[src/mon_adc_pkg.sv]
package mon_adc_pkg;

    localparam int unsigned NUM_CHIPS   = 12;   // converters in the bank
    localparam int unsigned SEL_W       = 4;    // chip-select code width
    localparam int unsigned CTRL_W      = 8;    // control byte width
    localparam int unsigned CHAN_W      = 3;    // channel number width
    localparam int unsigned RESULT_W    = 12;   // conversion result width
    localparam int unsigned DATA_CLOCKS = 16;   // clocks after the control byte
    localparam int unsigned FRAME_CLKS  = 24;   // clocks in a whole transaction
    localparam int unsigned CNT_W       = 5;    // width of the clock counter
    localparam int unsigned TAIL_W      = DATA_CLOCKS - RESULT_W - 1;  // zero bits after the result

    localparam logic [CNT_W-1:0]    CNT_BYTE_DONE = 5'h07;  // rises seen before the last control bit
    localparam logic [CNT_W-1:0]    CNT_FRAME_END = 5'h17;  // rises seen before the last frame clock
    localparam logic [CNT_W-1:0]    CNT_FIRST     = 5'h01;  // counter after the start bit
    localparam logic [CTRL_W-1:0]   START_SEED    = 8'h01;  // shifter seed holding the start bit
    localparam logic [SEL_W-1:0]    LAST_CODE     = 4'hB;   // highest code that enables a chip

    // converter mode, control byte bits 1:0
    typedef enum logic [1:0] {
        MODE_FULL_PD  = 2'h0,
        MODE_FAST_PD  = 2'h1,
        MODE_INT_CLK  = 2'h2,
        MODE_EXT_CLK  = 2'h3
    } conv_mode_t;

    // control byte as it arrives, bit 7 at the top
    typedef struct packed {
        logic                start;         // bit 7
        logic [CHAN_W-1:0]   chan_raw;      // bits 6:4: bit 6 weighs 1, bit 5 weighs 4, bit 4 weighs 2
        logic                unipolar;      // bit 3
        logic                single_ended;  // bit 2
        conv_mode_t          mode;          // bits 1:0
    } ctrl_byte_t;

    // decoded configuration of the running conversion
    typedef struct packed {
        conv_mode_t          mode;
        logic                unipolar;
        logic                single_ended;
        logic [CHAN_W-1:0]   channel;
    } conv_cfg_t;

    typedef enum logic [1:0] {
        ST_IDLE,
        ST_CTRL,
        ST_DATA
    } frame_state_t;

endpackage

[src/monitor_adc_serial_select.sv]
`timescale 1ns/1ps
// converter bank: chip-select decode plus the serial engine of the addressed converter
module monitor_adc_serial_select (
    input  wire logic                          mclk,
    input  wire logic                          rst,
    input  wire logic                          monitor_serial_clock,
    input  wire logic                          monitor_serial_in,
    input  wire logic                          conv_chip_sel_bit0,
    input  wire logic                          conv_chip_sel_bit1,
    input  wire logic                          conv_chip_sel_bit2,
    input  wire logic                          conv_chip_sel_bit3,
    input  wire logic [mon_adc_pkg::RESULT_W-1:0] conv_value,
    output logic                               monitor_serial_out,
    output logic [mon_adc_pkg::NUM_CHIPS-1:0]  chip_enable,
    output logic [mon_adc_pkg::SEL_W-1:0]      conv_chip,
    output mon_adc_pkg::conv_cfg_t             conv_cfg,
    output logic                               frame_active
);
    import mon_adc_pkg::*;

    // synchronised pins: serial clock, data in, select code
    logic [SEL_W+1:0]     pins_s;
    logic                 sclk_s;        // serial clock in mclk domain
    logic                 sdin_s;        // serial data in, mclk domain
    logic [SEL_W-1:0]     sel_s;         // select code, mclk domain

    // edge detection and select tracking
    logic                 sclk_prev_ff;  // serial clock one mclk ago
    logic [SEL_W-1:0]     sel_prev_ff;   // select code one mclk ago
    logic                 sclk_rise;     // we sample the serial input here
    logic                 sclk_fall;     // we drive the next output bit here
    logic                 sel_ok;        // code names a fitted chip
    logic                 abort;         // deselect or code change ends a frame

    // frame engine state
    frame_state_t         state_ff, nxt_state;
    logic [CNT_W-1:0]     cnt_ff, nxt_cnt;            // serial clock rises in this frame
    logic [CTRL_W-1:0]    shin_ff, nxt_shin;          // control byte being collected
    logic [CTRL_W-1:0]    byte_ff, nxt_byte;          // last accepted control byte
    logic [DATA_CLOCKS-1:0] shout_ff, nxt_shout;      // result bits still to send
    logic                 loaded_ff, nxt_loaded;      // result captured for this frame
    logic                 sout_ff, nxt_sout;          // serial out level
    logic [NUM_CHIPS-1:0] cen_ff, nxt_cen;            // decoded chip enables
    logic [SEL_W-1:0]     chip_ff, nxt_chip;          // chip the result belongs to
    conv_cfg_t            cfg_ff, nxt_cfg;            // decoded configuration
    logic                 act_ff, nxt_act;            // frame in progress
    logic [CTRL_W-1:0]    full_byte;                  // byte completed by this rise
    ctrl_byte_t           cb;                         // that byte as fields
    logic [DATA_CLOCKS-1:0] frame_bits;               // null bit, result, zero tail

    // one synchroniser for all slow pins; clock and data share its latency so their order holds
    sync2 #(.W(SEL_W + 2)) sync2_inst (
        .mclk     (mclk),
        .rst      (rst),
        .async_in ({conv_chip_sel_bit3, conv_chip_sel_bit2, conv_chip_sel_bit1, conv_chip_sel_bit0,
                    monitor_serial_in, monitor_serial_clock}),
        .sync_out (pins_s)
    );

    // split the bundle and find edges and the abort condition
    always_comb begin
        sclk_s     = pins_s[0];
        sdin_s     = pins_s[1];
        sel_s      = pins_s[SEL_W+1:2];
        sclk_rise  = sclk_s & ~sclk_prev_ff;
        sclk_fall  = ~sclk_s & sclk_prev_ff;
        sel_ok     = (sel_s <= LAST_CODE);
        abort      = ~sel_ok | (sel_s != sel_prev_ff);
        full_byte  = {shin_ff[CTRL_W-2:0], sdin_s};
        cb         = ctrl_byte_t'(full_byte);
        // one null clock, then the result msb first, then zeros
        frame_bits = {1'h0, conv_value, {TAIL_W{1'h0}}};
    end

    // chip-select decode: one enable for codes 0..11, none above
    always_comb begin
        nxt_cen = '0;
        if (sel_ok) begin
            nxt_cen = NUM_CHIPS'(1) << sel_s;
        end
    end

    // frame engine next values
    always_comb begin
        nxt_state  = state_ff;
        nxt_cnt    = cnt_ff;
        nxt_shin   = shin_ff;
        nxt_byte   = byte_ff;
        nxt_shout  = shout_ff;
        nxt_loaded = loaded_ff;
        nxt_sout   = sout_ff;
        nxt_chip   = chip_ff;
        nxt_cfg    = cfg_ff;
        if (abort) begin
            // a select change mid-frame leaves the converter waiting for a new start bit
            nxt_state  = ST_IDLE;
            nxt_sout   = 1'h0;
            nxt_loaded = 1'h0;
        end else begin
            unique case (state_ff)
                ST_IDLE: begin
                    // leading zeros are ignored; the first one is the start bit
                    if (sclk_rise && sdin_s) begin
                        nxt_state = ST_CTRL;
                        nxt_cnt   = CNT_FIRST;
                        nxt_shin  = START_SEED;
                    end
                end
                ST_CTRL: begin
                    if (sclk_rise) begin
                        nxt_shin = full_byte;
                        nxt_cnt  = cnt_ff + CNT_FIRST;
                        if (cnt_ff == CNT_BYTE_DONE) begin
                            // decode the byte; all ones gives ch7, single-ended, external clock
                            nxt_byte             = full_byte;
                            nxt_cfg.mode         = cb.mode;
                            nxt_cfg.unipolar     = cb.unipolar;
                            nxt_cfg.single_ended = cb.single_ended;
                            // channel weights are not in bit order: bit 5 is 4, bit 4 is 2, bit 6 is 1
                            nxt_cfg.channel      = {cb.chan_raw[1], cb.chan_raw[0], cb.chan_raw[2]};
                            nxt_chip             = sel_s;
                            nxt_state            = ST_DATA;
                            nxt_loaded           = 1'h0;
                        end
                    end
                end
                ST_DATA: begin
                    // the result is taken at the first falling edge, well after channel settles
                    if (sclk_fall) begin
                        if (!loaded_ff) begin
                            nxt_sout   = frame_bits[DATA_CLOCKS-1];
                            nxt_shout  = frame_bits << 1;
                            nxt_loaded = 1'h1;
                        end else begin
                            nxt_sout   = shout_ff[DATA_CLOCKS-1];
                            nxt_shout  = shout_ff << 1;
                        end
                    end
                    if (sclk_rise) begin
                        nxt_cnt = cnt_ff + CNT_FIRST;
                        if (cnt_ff == CNT_FRAME_END) begin
                            nxt_state  = ST_IDLE;
                            nxt_sout   = 1'h0;
                            nxt_loaded = 1'h0;
                        end
                    end
                end
            endcase
        end
        nxt_act = (nxt_state != ST_IDLE);
    end

    // register every group; outputs all come from these flops
    always_ff @(posedge mclk or posedge rst) begin
        if (rst) begin
            sclk_prev_ff <= 1'h0;
            sel_prev_ff  <= '0;
            state_ff     <= ST_IDLE;
            cnt_ff       <= '0;
            shin_ff      <= '0;
            byte_ff      <= '0;
            shout_ff     <= '0;
            loaded_ff    <= 1'h0;
            sout_ff      <= 1'h0;
            cen_ff       <= '0;
            chip_ff      <= '0;
            cfg_ff       <= '0;
            act_ff       <= 1'h0;
        end else begin
            sclk_prev_ff <= sclk_s;
            sel_prev_ff  <= sel_s;
            state_ff     <= nxt_state;
            cnt_ff       <= nxt_cnt;
            shin_ff      <= nxt_shin;
            byte_ff      <= nxt_byte;
            shout_ff     <= nxt_shout;
            loaded_ff    <= nxt_loaded;
            sout_ff      <= nxt_sout;
            cen_ff       <= nxt_cen;
            chip_ff      <= nxt_chip;
            cfg_ff       <= nxt_cfg;
            act_ff       <= nxt_act;
        end
    end

    always_comb begin
        monitor_serial_out = sout_ff;
        chip_enable        = cen_ff;
        conv_chip          = chip_ff;
        conv_cfg           = cfg_ff;
        frame_active       = act_ff;
    end
endmodule

[src/sync2.sv]
`timescale 1ns/1ps
// two-stage synchroniser for pins from outside the mclk domain
module sync2 #(
    parameter int unsigned W = 1
) (
    input  wire logic         mclk,
    input  wire logic         rst,
    input  wire logic [W-1:0] async_in,
    output logic      [W-1:0] sync_out
);

    logic [W-1:0] meta_ff;   // first stage, read only by the second
    logic [W-1:0] nxt_meta;
    logic [W-1:0] nxt_sync;

    // next values are plain copies down the chain
    always_comb begin
        nxt_meta = async_in;
        nxt_sync = meta_ff;
    end

    // both stages clear under reset
    always_ff @(posedge mclk or posedge rst) begin
        if (rst) begin
            meta_ff  <= '0;
            sync_out <= '0;
        end else begin
            meta_ff  <= nxt_meta;
            sync_out <= nxt_sync;
        end
    end

endmodule

[config.mk]
export PLATFORM = sky130hd
export DESIGN_NAME = monitor_adc_serial_select
export DESIGN_NICKNAME = d
export VERILOG_FILES = /design/src/mon_adc_pkg.sv /design/src/monitor_adc_serial_select.sv /design/src/sync2.sv
export SDC_FILE = /design/constraint.sdc
export NUM_CORES = 1
export LEC_CHECK = 0
export ABC_CLOCK_PERIOD_IN_PS = 1900
export BUFFER_PORTS_ARGS = -buffer_cell sky130_fd_sc_hd__buf_2
export CORE_AREA = 10 10 86 88
export DETAILED_ROUTE_END_ITERATION = 10
export DIE_AREA = 0 0 96 98
export GPL_TIMING_DRIVEN = 0
export PLACE_DENSITY = 0.73
export REMOVE_ABC_BUFFERS = 1
export SLEW_MARGIN = 20
export SYNTH_ARGS = -nofsm -noshare
export SYNTH_HDL_FRONTEND = slang
export SYNTH_SLANG_ARGS = --single-unit
export TNS_END_PERCENT = 100
[constraint.sdc]
create_clock -name mclk -period 1.9 [get_ports mclk]
set_input_delay 0 -clock mclk [delete_from_list [all_inputs] [get_ports mclk]]
set_output_delay 0 -clock mclk [all_outputs]
set_load 0.02 [all_outputs]
==> impl_metrics.json <==
{
  "outcome": "completed",
  "dpl_cell_area_mm2": 0.003079,
  "grt.total_usage_pct": 12.30,
  "ys_ff_latch": 68,
  "first_global_vias": 2003,
  "final_max_slew_viol_count": 0,
  "worst-path-stages": 7,
  "syn_inst": 235,
  "insertion_delay_ns": 0.34,
  "reg2reg_from": "sel_prev_ff[3]",
  "cap_violations": 0,
  "via_per_inst": 5.132,
  "period_needed_ns": 1.898,
  "crit_chain": "xor2_2, o32ai_4, buf_12, nand2_8, nor2_4, clkbuf_16, mux2_4",
  "drive_gt1_share_pct": 34.91,
  "power.switching_w": 0.0006927,
  "finish.utilization_pct": 66.18,
  "ant_nets": 0,
  "rsz0062_at_grt": "yes",
  "design_area_mm2": 0.003802,
  "totalWireLength_um": 5776,
  "wl_per_cell_um": 14.70,
  "overflow": 0,
  "cts.sinks": 68,
  "firstDrtPassIters": 5,
  "seq_area_frac_synth_pct": 60.96,
  "diodes": 0,
  "antenna_found_initial": 0,
  "io_buffer_count": 44,
  "initial_core_util_pct": 48.58,
  "cp_top_family": "flip-flops",
  "arrival_ns": 2.12,
  "worstPathRequired_ns": 2.12,
  "vias": 2017,
  "slowest_stage": "dfrtp_1",
  "clk_pin_slew_ns": 0.08,
  "path_buf_inv": 2,
  "worst_pin_slew_ns": 0.7186,
  "pin_count": 45,
  "first_iter_violations": 65,
  "drc": 0,
  "grt_max_degree": 59,
  "r2r_cells": 7,
  "switching_share_pct": 21.93,
  "clock_skew_ns": 0.01168,
  "crit_path_start_kind": "flop",
  "grt_pass1_wl_um": 9335,
  "combPwrFrac_pct": 6.8,
  "synth_edf_count": 0,
  "cts_buffers": 9,
  "htree_levels": 3,
  "ir_worst_vdd_v": 0.0005970,
  "die_w_um": 96,
  "slew_headroom_pct": 52.09,
  "root_buffer": "clkbuf_8",
  "synth.avg_cell_area_um2": 11.88,
  "nets": 337,
  "gp_routability_congestion": 0.7128,
  "cp-end-kind": "flop",
  "p_leak_nw": 1.737,
  "p_int_w": 0.002465,
  "max_freq_mhz": 526.9,
  "core_mm2": 0.005746,
  "synth_flop_cell": "dfrtp_1",
  "total_power_w": 0.003158,
  "cts_tree": "yes",
  "pwr-share-clk_pct": 45.3,
  "ys.warnings.count": 0,
  "netlist-cell-type-count": 34,
  "final_common_cell": "dfrtp_1",
  "period_share_pct": 99.89,
  "reg2reg_to": "conv_cfg[4]",
  "min_path_type": "in -> async",
  "synth-async-reset-ratio_pct": 100.0,
  "dp_hpwl_um": 3407,
  "syn_area_mm2": 0.002791,
  "fillCellCount": 443,
  "powerDensity_mw_per_mm2": 830.5,
  "syn2layout_area_growth_pct": 36.22,
  "die_h_um": 98,
  "row_count": 28,
  "power_frac_seq_pct": 47.9,
  "reg2reg_slack_ns": 0.002,
  "clockBufferDepth": 2,
  "path_max_fanout": 6,
  "die_area_mm2": 0.009408,
  "hold_viol": 0,
  "max_stage_delay_ns": 0.42,
  "critPathKind": "reg -> reg",
  "layout_common_cells": "65 x dfrtp_1, 44 x buf_2, 25 x nand2_1",
  "setup_viol": 0
}
## worst max-delay path by stage
stage,from,to,slack (ns)
6_report,sel_prev_ff[3],conv_cfg[4],0.002
5_1_grt,sel_prev_ff[3],conv_chip[2],-0.07
4_1_cts,sync2_inst.sync_out[5],conv_cfg[6],0.04
3_5_place_dp,sync2_inst.sync_out[5],conv_cfg[6],-0.46
3_3_place_gp,rst,state_ff[1],-0.54
2_1_floorplan,sync2_inst.sync_out[5],conv_cfg[0],-0.08
## per-layer routing
layer | vias up | part of all wire, % | GRT usage (%)
met5 | - | 0 | 0
li1 | 969 | - | -
met4 | 0 | 0.83 | 5.789
met3 | 6 | 6.4 | 3.828
met1 | 999 | 43 | 15.54
met2 | 43 | 50 | 18.59
## per-stage QoR
| step | hold slack (ns) | setup TNS, ns | setup slack, ns | instances |
|---|---|---|---|---|
| after floorplan | 0.03143 | -0.9090 | -0.08263 | 224 |
| after global placement | 0.1074 | -45.02 | -0.5363 | 343 |
| after detailed placement | -0.07452 | -10.18 | -0.4602 | 344 |
| after CTS | 0.1093 | 0 | 0.03655 | 383 |
| after global routing | 0.1339 | -0.4976 | -0.06639 | 393 |
| final | 0.1230 | 0 | 0.002054 | 393 |
## worst min-delay path, cell delays in order
cell           delay, ns
dlygate4sd3_1       0.54
buf_2               0.14
inv_4               0.15
## layout make-up
| type | count | area, µm² | share of cell area [%] |
|---|---|---|---|
| clock buffers | 9 | 123.9 | 3.258 |
| well taps | 75 | 93.84 | 2.468 |
| clock inverters | 7 | 122.6 | 3.225 |
| flip-flops and latches | 68 | 1705 | 44.85 |
| repair buffers | 78 | 601.8 | 15.83 |
| multi-input cells | 146 | 1115 | 29.32 |
| inverters | 10 | 40.04 | 1.053 |
## power by group through the flow
stage | sequential (W) | combinational [W] | clock [W]
after CTS | 0.00151 | 0.000189 | 0.00145
after global placement | 0.00154 | 0.000132 | 0
after detailed placement | 0.00154 | 0.000145 | 0
final | 0.00151 | 0.000215 | 0.00143
after global routing | 0.00151 | 0.000237 | 0.00153
after floorplan | 0.00154 | 0.0000834 | 0
## flip-flops by register name (all words and copies together) (netlist names)
name,flops
cnt_ff,5
monitor_serial_out,1
sync2_inst.meta_ff,6
shout_ff,12
sel_prev_ff,4
conv_cfg,7
chip_enable,12
shin_ff,6
sync2_inst.sync_out,6
loaded_ff,1
frame_active,1
conv_chip,4
state_ff,2
sclk_prev_ff,1
## logic make-up after synthesis
logic type,Yosys count,synth area share [%]
simple gates,75,13.40
flops,68,60.96
compound gates,35,8.606
mux,29,10.94
buf+inv,21,3.362
fa+ha+maj,4,1.793
xor+xnor,3,0.9415
## synth_stat cells, types with 2 or more instances
cell type / n / area share, %
dfrtp_1: 68 / 61
nand2_1: 25 / 3.4
o21ai_0: 18 / 3.2
mux2i_1: 17 / 6.1
nor2_1: 15 / 2.0
mux2_2: 12 / 4.8
inv_1: 10 / 1.3
clkbuf_1: 9 / 1.2
nor3_1: 8 / 1.4
nand2b_1: 7 / 1.6
a21oi_1: 5 / 0.90
nand3_1: 5 / 0.90
ha_1: 4 / 1.8
a211oi_1: 3 / 0.81
or3_1: 3 / 0.67
xor2_1: 3 / 0.94
a2bb2oi_1: 2 / 0.63
a31oi_1: 2 / 0.45
buf_6: 2 / 0.81
nor2_2: 2 / 0.45
nor4_1: 2 / 0.45
## timing repair
action,CTS,global route
gates cloned,0,1
hold endpoints to repair,86,0
setup buffers,4,9
setup endpoints to repair,33,33
pin swaps,3,7
gates resized for setup,8,24
hold buffers,19,0
Power figures use the tool's default switching activity.
